**config.mk**
```make
export PLATFORM = sky130hd
export DESIGN_NAME = pupo_top
export DESIGN_NICKNAME = d
export VERILOG_FILES = /design/src/core/pupo_pkg.sv /design/src/core/pupo_top.sv /design/src/core/pupo_cell.sv
export SDC_FILE = /design/constraint.sdc
export NUM_CORES = 1
export LEC_CHECK = 0
export BUFFER_PORTS_ARGS = -buffer_cell sky130_fd_sc_hd__buf_2
export CORE_UTILIZATION = 45
export DETAILED_ROUTE_END_ITERATION = 12
export PLACE_DENSITY = 0.76
export SYNTH_ARGS = -nofsm -noshare
export SYNTH_HDL_FRONTEND = slang
export SYNTH_SLANG_ARGS = --single-unit
```
**constraint.sdc**
```tcl
create_clock -name mclk -period 7.1 [get_ports mclk]
set_clock_uncertainty 0.2 [all_clocks]
set_input_delay 0.71 -clock mclk [delete_from_list [all_inputs] [get_ports mclk]]
set_output_delay 0.71 -clock mclk [all_outputs]
set_load 0.01 [all_outputs]
```
**src/core/pupo_pkg.sv**
```systemverilog
// constants, field layout and mode encoding for the power-up reset, preload and observe logic
// assumes one 250 MHz clock (mclk) and a classic wishbone register port
// Contract
// - after power-up every flip-flop is cleared low within 10 microseconds
// - pin level after reset is the cleared register passed through programmed polarity
// - preload loads every flip-flop, buried ones too, from the i/o pins
// - observe forces output enables on so every register shows on its pin
// - preloaded values that assert async reset or preset still act and overwrite
// - during preload or observe, combinatorial outputs are forced to registered mode
// - during test modes all product terms are forced to zero
// - after the test mode a plain combinatorial output returns to its computed value
package pupo_pkg;

  typedef enum logic [1:0] {
    MODE_NORMAL,
    MODE_PRELOAD,
    MODE_OBSERVE
  } pupo_mode_t;

  localparam int PUPO_N = 8;

  // register byte addresses
  localparam logic [7:0] ADR_COMB   = 8'h00;
  localparam logic [7:0] ADR_POL    = 8'h04;
  localparam logic [7:0] ADR_OE     = 8'h08;
  localparam logic [7:0] ADR_ASYNC  = 8'h0C;
  localparam logic [7:0] ADR_STATUS = 8'h10;
  localparam logic [7:0] ADR_FLOPS  = 8'h14;

  // async control field positions
  localparam int ARST_SRC_LSB = 0;
  localparam int ARST_EN_BIT  = 3;
  localparam int APRE_SRC_LSB = 4;
  localparam int APRE_EN_BIT  = 7;
  localparam int SRC_W        = 3;

  // status field positions
  localparam int POR_DONE_BIT = 0;
  localparam int MODE_LSB     = 1;

  // values after reset
  localparam logic [PUPO_N-1:0] COMB_RST  = 8'h00;
  localparam logic [PUPO_N-1:0] POL_RST   = 8'h00;
  localparam logic [PUPO_N-1:0] OE_RST    = 8'h00;
  localparam logic [7:0]        ASYNC_RST = 8'h00;

  // power-up reset time and its cycle count (longest time, rounded down)
  localparam int POWER_UP_RESET_TIME_NS = 10000;
  localparam int MCLK_PERIOD_NS         = 4;
  localparam int POR_CYCLES             = POWER_UP_RESET_TIME_NS / MCLK_PERIOD_NS;
  localparam int POR_CNT_W              = 12;
  localparam logic [POR_CNT_W-1:0] POR_LAST = POR_CNT_W'(POR_CYCLES - 1);

endpackage

```
**src/core/pupo_top.sv**
```systemverilog
// power-up reset, register preload and observe logic for a bank of macrocells
// assumes a classic wishbone master on mclk and a tester that drives io pins and test_mode
`timescale 1ns/1ps
module pupo_top (
  // clock and reset
  input  wire logic                      mclk,
  input  wire logic                      rst_n,
  // wishbone slave
  input  wire logic                      wb_cyc_i,
  input  wire logic                      wb_stb_i,
  input  wire logic                      wb_we_i,
  input  wire logic [7:0]                wb_adr_i,
  input  wire logic [3:0]                wb_sel_i,
  input  wire logic [31:0]               wb_dat_i,
  output logic      [31:0]               wb_dat_o,
  output logic                           wb_ack_o,
  // test mode select
  input  wire pupo_pkg::pupo_mode_t      test_mode,
  // product-term sums from the logic array
  input  wire logic [pupo_pkg::PUPO_N-1:0] pt_sum,
  // i/o pins
  input  wire logic [pupo_pkg::PUPO_N-1:0] io_in,
  output logic      [pupo_pkg::PUPO_N-1:0] io_out,
  output logic      [pupo_pkg::PUPO_N-1:0] io_oe_n,
  // feedback and status
  output logic      [pupo_pkg::PUPO_N-1:0] flop_fb,
  output logic                           por_done
);
  import pupo_pkg::*;

  typedef struct packed {
    logic                 ack;
    logic [31:0]          dat;
    logic [PUPO_N-1:0]    comb;
    logic [PUPO_N-1:0]    pol;
    logic [PUPO_N-1:0]    oe;
    logic [7:0]           async_cfg;
    logic [POR_CNT_W-1:0] por_cnt;
    logic                 por_done;
  } pupo_top_t;

  pupo_top_t         st;
  pupo_top_t         next_st;
  logic [PUPO_N-1:0] flops;
  logic [SRC_W-1:0]  arst_src;
  logic [SRC_W-1:0]  apre_src;
  logic              clr_all;
  logic              set_all;
  logic              req;

  // register index decode shared by read and write paths; 7 means unmapped
  function automatic logic [2:0] reg_sel(input logic [7:0] adr);
    case (adr)
      ADR_COMB:   reg_sel = 3'h0;
      ADR_POL:    reg_sel = 3'h1;
      ADR_OE:     reg_sel = 3'h2;
      ADR_ASYNC:  reg_sel = 3'h3;
      ADR_STATUS: reg_sel = 3'h4;
      ADR_FLOPS:  reg_sel = 3'h5;
      default:    reg_sel = 3'h7;
    endcase
  endfunction

  assign arst_src = st.async_cfg[ARST_SRC_LSB +: SRC_W];
  assign apre_src = st.async_cfg[APRE_SRC_LSB +: SRC_W];
  // a flop driving the async lines clears or sets the whole bank, preloaded or not
  assign clr_all  = st.por_done & st.async_cfg[ARST_EN_BIT] & flops[arst_src];
  assign set_all  = st.por_done & st.async_cfg[APRE_EN_BIT] & flops[apre_src];
  assign req      = wb_cyc_i & wb_stb_i;

  always_comb begin
    next_st = st;
    // power-up hold; the count is the worst-case bound, so done arrives no later than it
    if (!st.por_done) begin
      if (st.por_cnt == POR_LAST) begin
        next_st.por_done = 1'b1;
      end else begin
        next_st.por_cnt = st.por_cnt + POR_CNT_W'(1);
      end
    end
    // single-wait-state answer; ack drops the cycle after it is given
    next_st.ack = req & ~st.ack;
    if (req & ~st.ack) begin
      case (reg_sel(wb_adr_i))
        3'h0:    next_st.dat = {24'h000000, st.comb};
        3'h1:    next_st.dat = {24'h000000, st.pol};
        3'h2:    next_st.dat = {24'h000000, st.oe};
        3'h3:    next_st.dat = {24'h000000, st.async_cfg};
        3'h4:    next_st.dat = {29'h0, test_mode, st.por_done};
        3'h5:    next_st.dat = {24'h000000, flops};
        default: next_st.dat = 32'h00000000;
      endcase
    end
    // writes commit on the edge where ack is seen high
    if (req & st.ack & wb_we_i & wb_sel_i[0]) begin
      case (reg_sel(wb_adr_i))
        3'h0:    next_st.comb      = wb_dat_i[PUPO_N-1:0];
        3'h1:    next_st.pol       = wb_dat_i[PUPO_N-1:0];
        3'h2:    next_st.oe        = wb_dat_i[PUPO_N-1:0];
        3'h3:    next_st.async_cfg = wb_dat_i[7:0];
        default: next_st.dat       = st.dat;
      endcase
    end
  end

  always_ff @(posedge mclk) begin
    if (!rst_n) begin
      st <= '{ack: 1'b0, dat: 32'h00000000, comb: COMB_RST, pol: POL_RST, oe: OE_RST,
             async_cfg: ASYNC_RST, por_cnt: '0, por_done: 1'b0};
    end else begin
      st <= next_st;
    end
  end

  genvar gi;
  generate
    for (gi = 0; gi < PUPO_N; gi++) begin : g_cell
      pupo_cell u_cell (
        .mclk     (mclk),
        .rst_n    (rst_n),
        .mode     (test_mode),
        .por_busy (~st.por_done),
        .clr      (clr_all),
        .set      (set_all),
        .comb     (st.comb[gi]),
        .pol      (st.pol[gi]),
        .oe       (st.oe[gi]),
        .pt       (pt_sum[gi]),
        .pin_in   (io_in[gi]),
        .q        (flops[gi]),
        .pin_out  (io_out[gi]),
        .pin_oe_n (io_oe_n[gi])
      );
    end
  endgenerate

  assign wb_ack_o = st.ack;
  assign wb_dat_o = st.dat;
  assign flop_fb  = flops;
  assign por_done = st.por_done;

  property p_por_end;
    @(posedge mclk) disable iff (!rst_n)
      (!st.por_done && st.por_cnt == POR_LAST) |=> st.por_done ##1 st.por_done;
  endproperty
  a_por_end: assert property (p_por_end) else $error("power-up reset did not end on time");

  property p_por_clear;
    @(posedge mclk) disable iff (!rst_n)
      (!st.por_done && $past(!st.por_done)) |-> (flops == '0 && io_oe_n == '1);
  endproperty
  a_por_clear: assert property (p_por_clear) else $error("flops not clear during power-up");

  property p_reg_out;
    @(posedge mclk) disable iff (!rst_n)
      (st.por_done && test_mode == MODE_NORMAL) |=> ((io_out ^ $past(flops ^ st.pol)) & ~$past(st.comb)) == '0;
  endproperty
  a_reg_out: assert property (p_reg_out) else $error("registered pin not register through polarity");

  property p_preload;
    @(posedge mclk) disable iff (!rst_n)
      (st.por_done && test_mode == MODE_PRELOAD && !clr_all && !set_all) |=> flops == $past(io_in);
  endproperty
  a_preload: assert property (p_preload) else $error("preload did not load pins");

  property p_observe_oe;
    @(posedge mclk) disable iff (!rst_n)
      (st.por_done && test_mode == MODE_OBSERVE) |=> io_oe_n == '0;
  endproperty
  a_observe_oe: assert property (p_observe_oe) else $error("observe did not enable outputs");

  property p_async_clear;
    @(posedge mclk) disable iff (!rst_n)
      clr_all |=> flops == '0;
  endproperty
  a_async_clear: assert property (p_async_clear) else $error("async reset did not clear bank");

  property p_test_registered;
    @(posedge mclk) disable iff (!rst_n)
      (st.por_done && test_mode != MODE_NORMAL) |=> io_out == $past(flops ^ st.pol);
  endproperty
  a_test_registered: assert property (p_test_registered) else $error("test mode output not registered");

  property p_pt_zero;
    @(posedge mclk) disable iff (!rst_n)
      (st.por_done && test_mode == MODE_OBSERVE && !clr_all && !set_all) |=> flops == $past(flops);
  endproperty
  a_pt_zero: assert property (p_pt_zero) else $error("product terms reached flops in observe");

  property p_comb_back;
    @(posedge mclk) disable iff (!rst_n)
      (test_mode == MODE_NORMAL) |=> ((io_out ^ $past(pt_sum ^ st.pol)) & $past(st.comb)) == '0;
  endproperty
  a_comb_back: assert property (p_comb_back) else $error("comb output not computed value");

  property p_ack_pulse;
    @(posedge mclk) disable iff (!rst_n)
      (req && !st.ack) |=> st.ack ##1 !st.ack;
  endproperty
  a_ack_pulse: assert property (p_ack_pulse) else $error("wishbone ack not a single pulse");

endmodule

```
**src/core/pupo_cell.sv**
```systemverilog
// one macrocell: its flip-flop, output polarity, comb/registered select and pin driver
// assumes the top supplies the mode, power-up hold and async reset/preset terms
`timescale 1ns/1ps
module pupo_cell (
  // clock and reset
  input  wire logic              mclk,
  input  wire logic              rst_n,
  // control
  input  wire pupo_pkg::pupo_mode_t mode,
  input  wire logic              por_busy,
  input  wire logic              clr,
  input  wire logic              set,
  // configuration
  input  wire logic              comb,
  input  wire logic              pol,
  input  wire logic              oe,
  // logic and pin
  input  wire logic              pt,
  input  wire logic              pin_in,
  output logic                   q,
  output logic                   pin_out,
  output logic                   pin_oe_n
);
  import pupo_pkg::*;

  typedef struct packed {
    logic q;
    logic out;
    logic oe_n;
  } pupo_cell_t;

  pupo_cell_t st;
  pupo_cell_t next_st;
  logic       pt_eff;

  always_comb begin
    next_st = st;
    // product terms read as zero in any test mode
    pt_eff = (mode == MODE_NORMAL) ? pt : 1'b0;
    if (por_busy) begin
      next_st.q = 1'b0;
    end else if (clr) begin
      next_st.q = 1'b0;
    end else if (set) begin
      next_st.q = 1'b1;
    end else begin
      case (mode)
        MODE_PRELOAD: next_st.q = pin_in;
        MODE_OBSERVE: next_st.q = st.q;
        default:      next_st.q = pt_eff;
      endcase
    end
    // registered path in test modes and for registered cells, computed value again in normal mode for comb cells
    if (mode != MODE_NORMAL || !comb) begin
      next_st.out = st.q ^ pol;
    end else begin
      next_st.out = pt_eff ^ pol;
    end
    // pins are released during power-up and preload so the tester can drive them
    if (por_busy || mode == MODE_PRELOAD) begin
      next_st.oe_n = 1'b1;
    end else if (mode == MODE_OBSERVE) begin
      next_st.oe_n = 1'b0;
    end else begin
      next_st.oe_n = ~oe;
    end
  end

  always_ff @(posedge mclk) begin
    if (!rst_n) begin
      st <= '{q: 1'b0, out: 1'b0, oe_n: 1'b1};
    end else begin
      st <= next_st;
    end
  end

  assign q        = st.q;
  assign pin_out  = st.out;
  assign pin_oe_n = st.oe_n;

endmodule

```
==> impl_metrics.env <==
export IMPL_outcome="completed"
export IMPL_grtUsageTotal_pct=19.8
export IMPL_cts_made_buffers=9
export IMPL_dieWidth_um=99.9
export IMPL_cp_start_kind="input port"
export IMPL_fin_ws_ns=3.48
export IMPL_cp_end_kind="register"
export IMPL_core_area_sq_um=9240
export IMPL_path_max_fanout=13
export IMPL_cts_sinks=78
export IMPL_grt_pass1_vias=3059
export IMPL_crit_buf_inv=1
export IMPL_seq_area_frac_synth_pct=36.2
export IMPL_leakagePower_nw=1.80
export IMPL_syn_inst=470
export IMPL_port_buffers=73
export IMPL_met1_length_mm=4.42
export IMPL_dr_total_vias=3452
export IMPL_ir_drop_v=0.000117
export IMPL_synth_area_leader_cell="dfxtp_1"
export IMPL_wl_per_cell_um=15.7
export IMPL_post_cts_setup_buffer_count=0
export IMPL_cpPeakStageDelay_ns=0.83
export IMPL_grt_max_degree=69
export IMPL_synth_flop_cell="dfxtp_1"
export IMPL_synth_edff_count=0
export IMPL_min_to="st[23]"
export IMPL_grt_antenna_before_repair=0
export IMPL_cp_arrival_ns=3.69
export IMPL_layout_commonest_cell="dfxtp_1"
export IMPL_dp_cells=616
export IMPL_h_tree_depth=3
export IMPL_hold_viol_final=0
export IMPL_drt_iter0_markers=184
export IMPL_fin_nets=567
export IMPL_drc=0
export IMPL_die_h_um=99.9
export IMPL_dieArea_sq_um=9980
export IMPL_rr_worst_depth=4
export IMPL_period_needed_ns=3.62
export IMPL_ios=125
export IMPL_rsz0062_at_grt="false"
export IMPL_drt_total_wl_mm=9.90
export IMPL_clk_path_buf_depth=2
export IMPL_drv_cap=0
export IMPL_dp_hpwl_mm=7.24
export IMPL_postCtsResizedCells=0
export IMPL_power_mw=0.835
export IMPL_slew_headroom_pct=21.1
export IMPL_antenna_cells=0
export IMPL_cp_slowest_cell="a21oi_1"
export IMPL_max_freq_mhz=276
export IMPL_gr_total_overflow=0
export IMPL_worstPathCellList="buf_2 -> or4_4 -> nor3_4 -> nand2_1 -> ha_1 -> a21oi_1 -> o21ai_0 -> a211oi_1"
export IMPL_dpl_worst_slack_ns=3.18
export IMPL_r2r_end="st[27]"
export IMPL_first_pass_iters=5
export IMPL_met2WireLength_mm=4.65
export IMPL_path_clk_slew_ns=0.08
export IMPL_min_path_type="register to register"
export IMPL_synth_top_cell_area_share_pct=36.2
export IMPL_crit_required_ns=7.16
export IMPL_worstHoldStart="st[23]"
export IMPL_period_share_pct=51.1
export IMPL_syn_area_sq_um=4310
export IMPL_worstMarginPinSlew_ns=1.18
export IMPL_root_buffer="clkbuf_8"
export IMPL_finalSetupTns_ns=0
export IMPL_cp_top_family="compound AO/OA/AOI/OAI gates"
export IMPL_drive_above_1_share_pct=23.6
export IMPL_setup_viol=0
export IMPL_viasPerCell=5.48
export IMPL_path_class="input port to register"
export IMPL_synth_area_leaders="dfxtp_1 (36%), mux2i_1 (12%), buf_4 (10%), nand2_1 (4.4%), o21ai_0 (3.1%)"
export IMPL_syn_avg_cell_area_sq_um=9.17
export IMPL_r2r_start="wb_ack_o"
export IMPL_instances_no_fill=630
export IMPL_met3_length_um=629
export IMPL_ant_nets=0
export IMPL_insertion_delay_ns=0.35
export IMPL_drv_slew=0
export IMPL_gp_congestion=0.889
export IMPL_synth_distinct_cells=51
export IMPL_rows=35
export IMPL_timing_hold_worst_path_depth=2
export IMPL_ys_ff_latch=78
export IMPL_cts_tree="built"
export IMPL_initial_core_util_pct=46.7
export IMPL_synthArstFlopShare_pct=0
export IMPL_layout_common_cells="dfxtp_1 (78), buf_2 (73), nand2_1 (51), mux2i_1 (51), o21ai_0 (27)"
export IMPL_holdWs_ns=0.274
export IMPL_ys_warn_count=0
export IMPL_top_layer="met4"
export IMPL_grt_pass1_wl_mm=15.3
export IMPL_syn_to_final_growth_pct=6.12
export IMPL_hold_buffers=0
export IMPL_power_density_nw_per_um2=183
export IMPL_rrSetupSlack_ns=4.78
==> metal layers <==
metal	global-route usage, %	vias up
met5	0	-
met4	7.01	0
met3	4.25	23
met2	31.7	141
met1	26.3	1648
li1	-	1640
==> worst min-delay path, cell delays in order, from the launching register on <==
cell,delay (ns)
dfxtp_1,0.33
nand2_1,0.05
mux2i_1,0.05
==> final cells by class <==
| cell class | count | area, sq um |
|---|---|---|
| fillers | 897 | 4660 |
| flip-flops and latches | 78 | 1560 |
| well taps | 129 | 161 |
| clock inverters | 4 | 48.8 |
| multi-input cells | 328 | 2270 |
| inverters | 7 | 26.3 |
| clock buffers | 10 | 138 |
| repair buffers | 74 | 373 |
==> through the flow <==
stage	utilization, %	instance area [sq um]
floorplan	-	4400
global placement	47.5	4390
detailed placement	47.5	4390
CTS	49.5	4580
global route	49.5	4580
finish	49.5	4580
==> worst max-delay path by stage <==
stage,from,end,depth (start not counted)
6_report,wb_adr_i[1],wb_dat_o[6],8
5_1_grt,wb_adr_i[1],wb_dat_o[6],8
4_1_cts,wb_adr_i[1],wb_dat_o[6],8
3_5_place_dp,wb_adr_i[1],wb_dat_o[6],8
3_3_place_gp,wb_adr_i[1],wb_dat_o[5],8
2_1_floorplan,wb_adr_i[1],wb_dat_o[0],9
==> synthesized netlist by cell type (3+ instances only) <==
cell      count
a21boi_2      8
o221ai_1      6
nand2_2       8
and2_1       17
mux2i_1      51
clkbuf_1     14
inv_1         7
nor2b_1       3
nand2_1      51
o21ai_0      27
nand4b_1      5
buf_2         5
and3_1        3
a211oi_1      8
nor4_1        6
mux4_2        4
nor3b_1       9
a221oi_1      5
xor2_1        5
nand3_1      16
xnor2_1      11
nor3_1        3
a21oi_1       6
dfxtp_1      78
a221o_1       5
o21a_1        8
buf_4        59
nor2_1       12
==> power breakdown <==
part | switching [mW] | internal (mW) | total [mW] | leakage, nW
logic | 0.0439 | 0.0238 | 0.0677 | 1.07
clock network | 0.156 | 0.167 | 0.324 | 0.0980
registers | 0.00305 | 0.441 | 0.444 | 0.630
==> registers in the layout, indices dropped and copies added (netlist names) <==
register                cells
g_cell.u_cell.pin_out       8
g_cell.u_cell.pin_oe_n      8
apre_src                    3
g_cell.u_cell.q             8
por_done                    1
arst_src                    3
st                         38
wb_ack_o                    1
wb_dat_o                    8
==> cell families after synthesis <==
kind of cell / share of synthesized area (%)
flip-flops: 36.2
other: 0.0870
XOR/XNOR: 3.25
adder cells (fa/ha/maj): 0.580
buffers and inverters: 13.2
AND/OR/NAND/NOR: 19.2
multiplexers: 14.2
AO/OA/AOI/OAI: 13.2
Power figures use the tool's default switching activity.
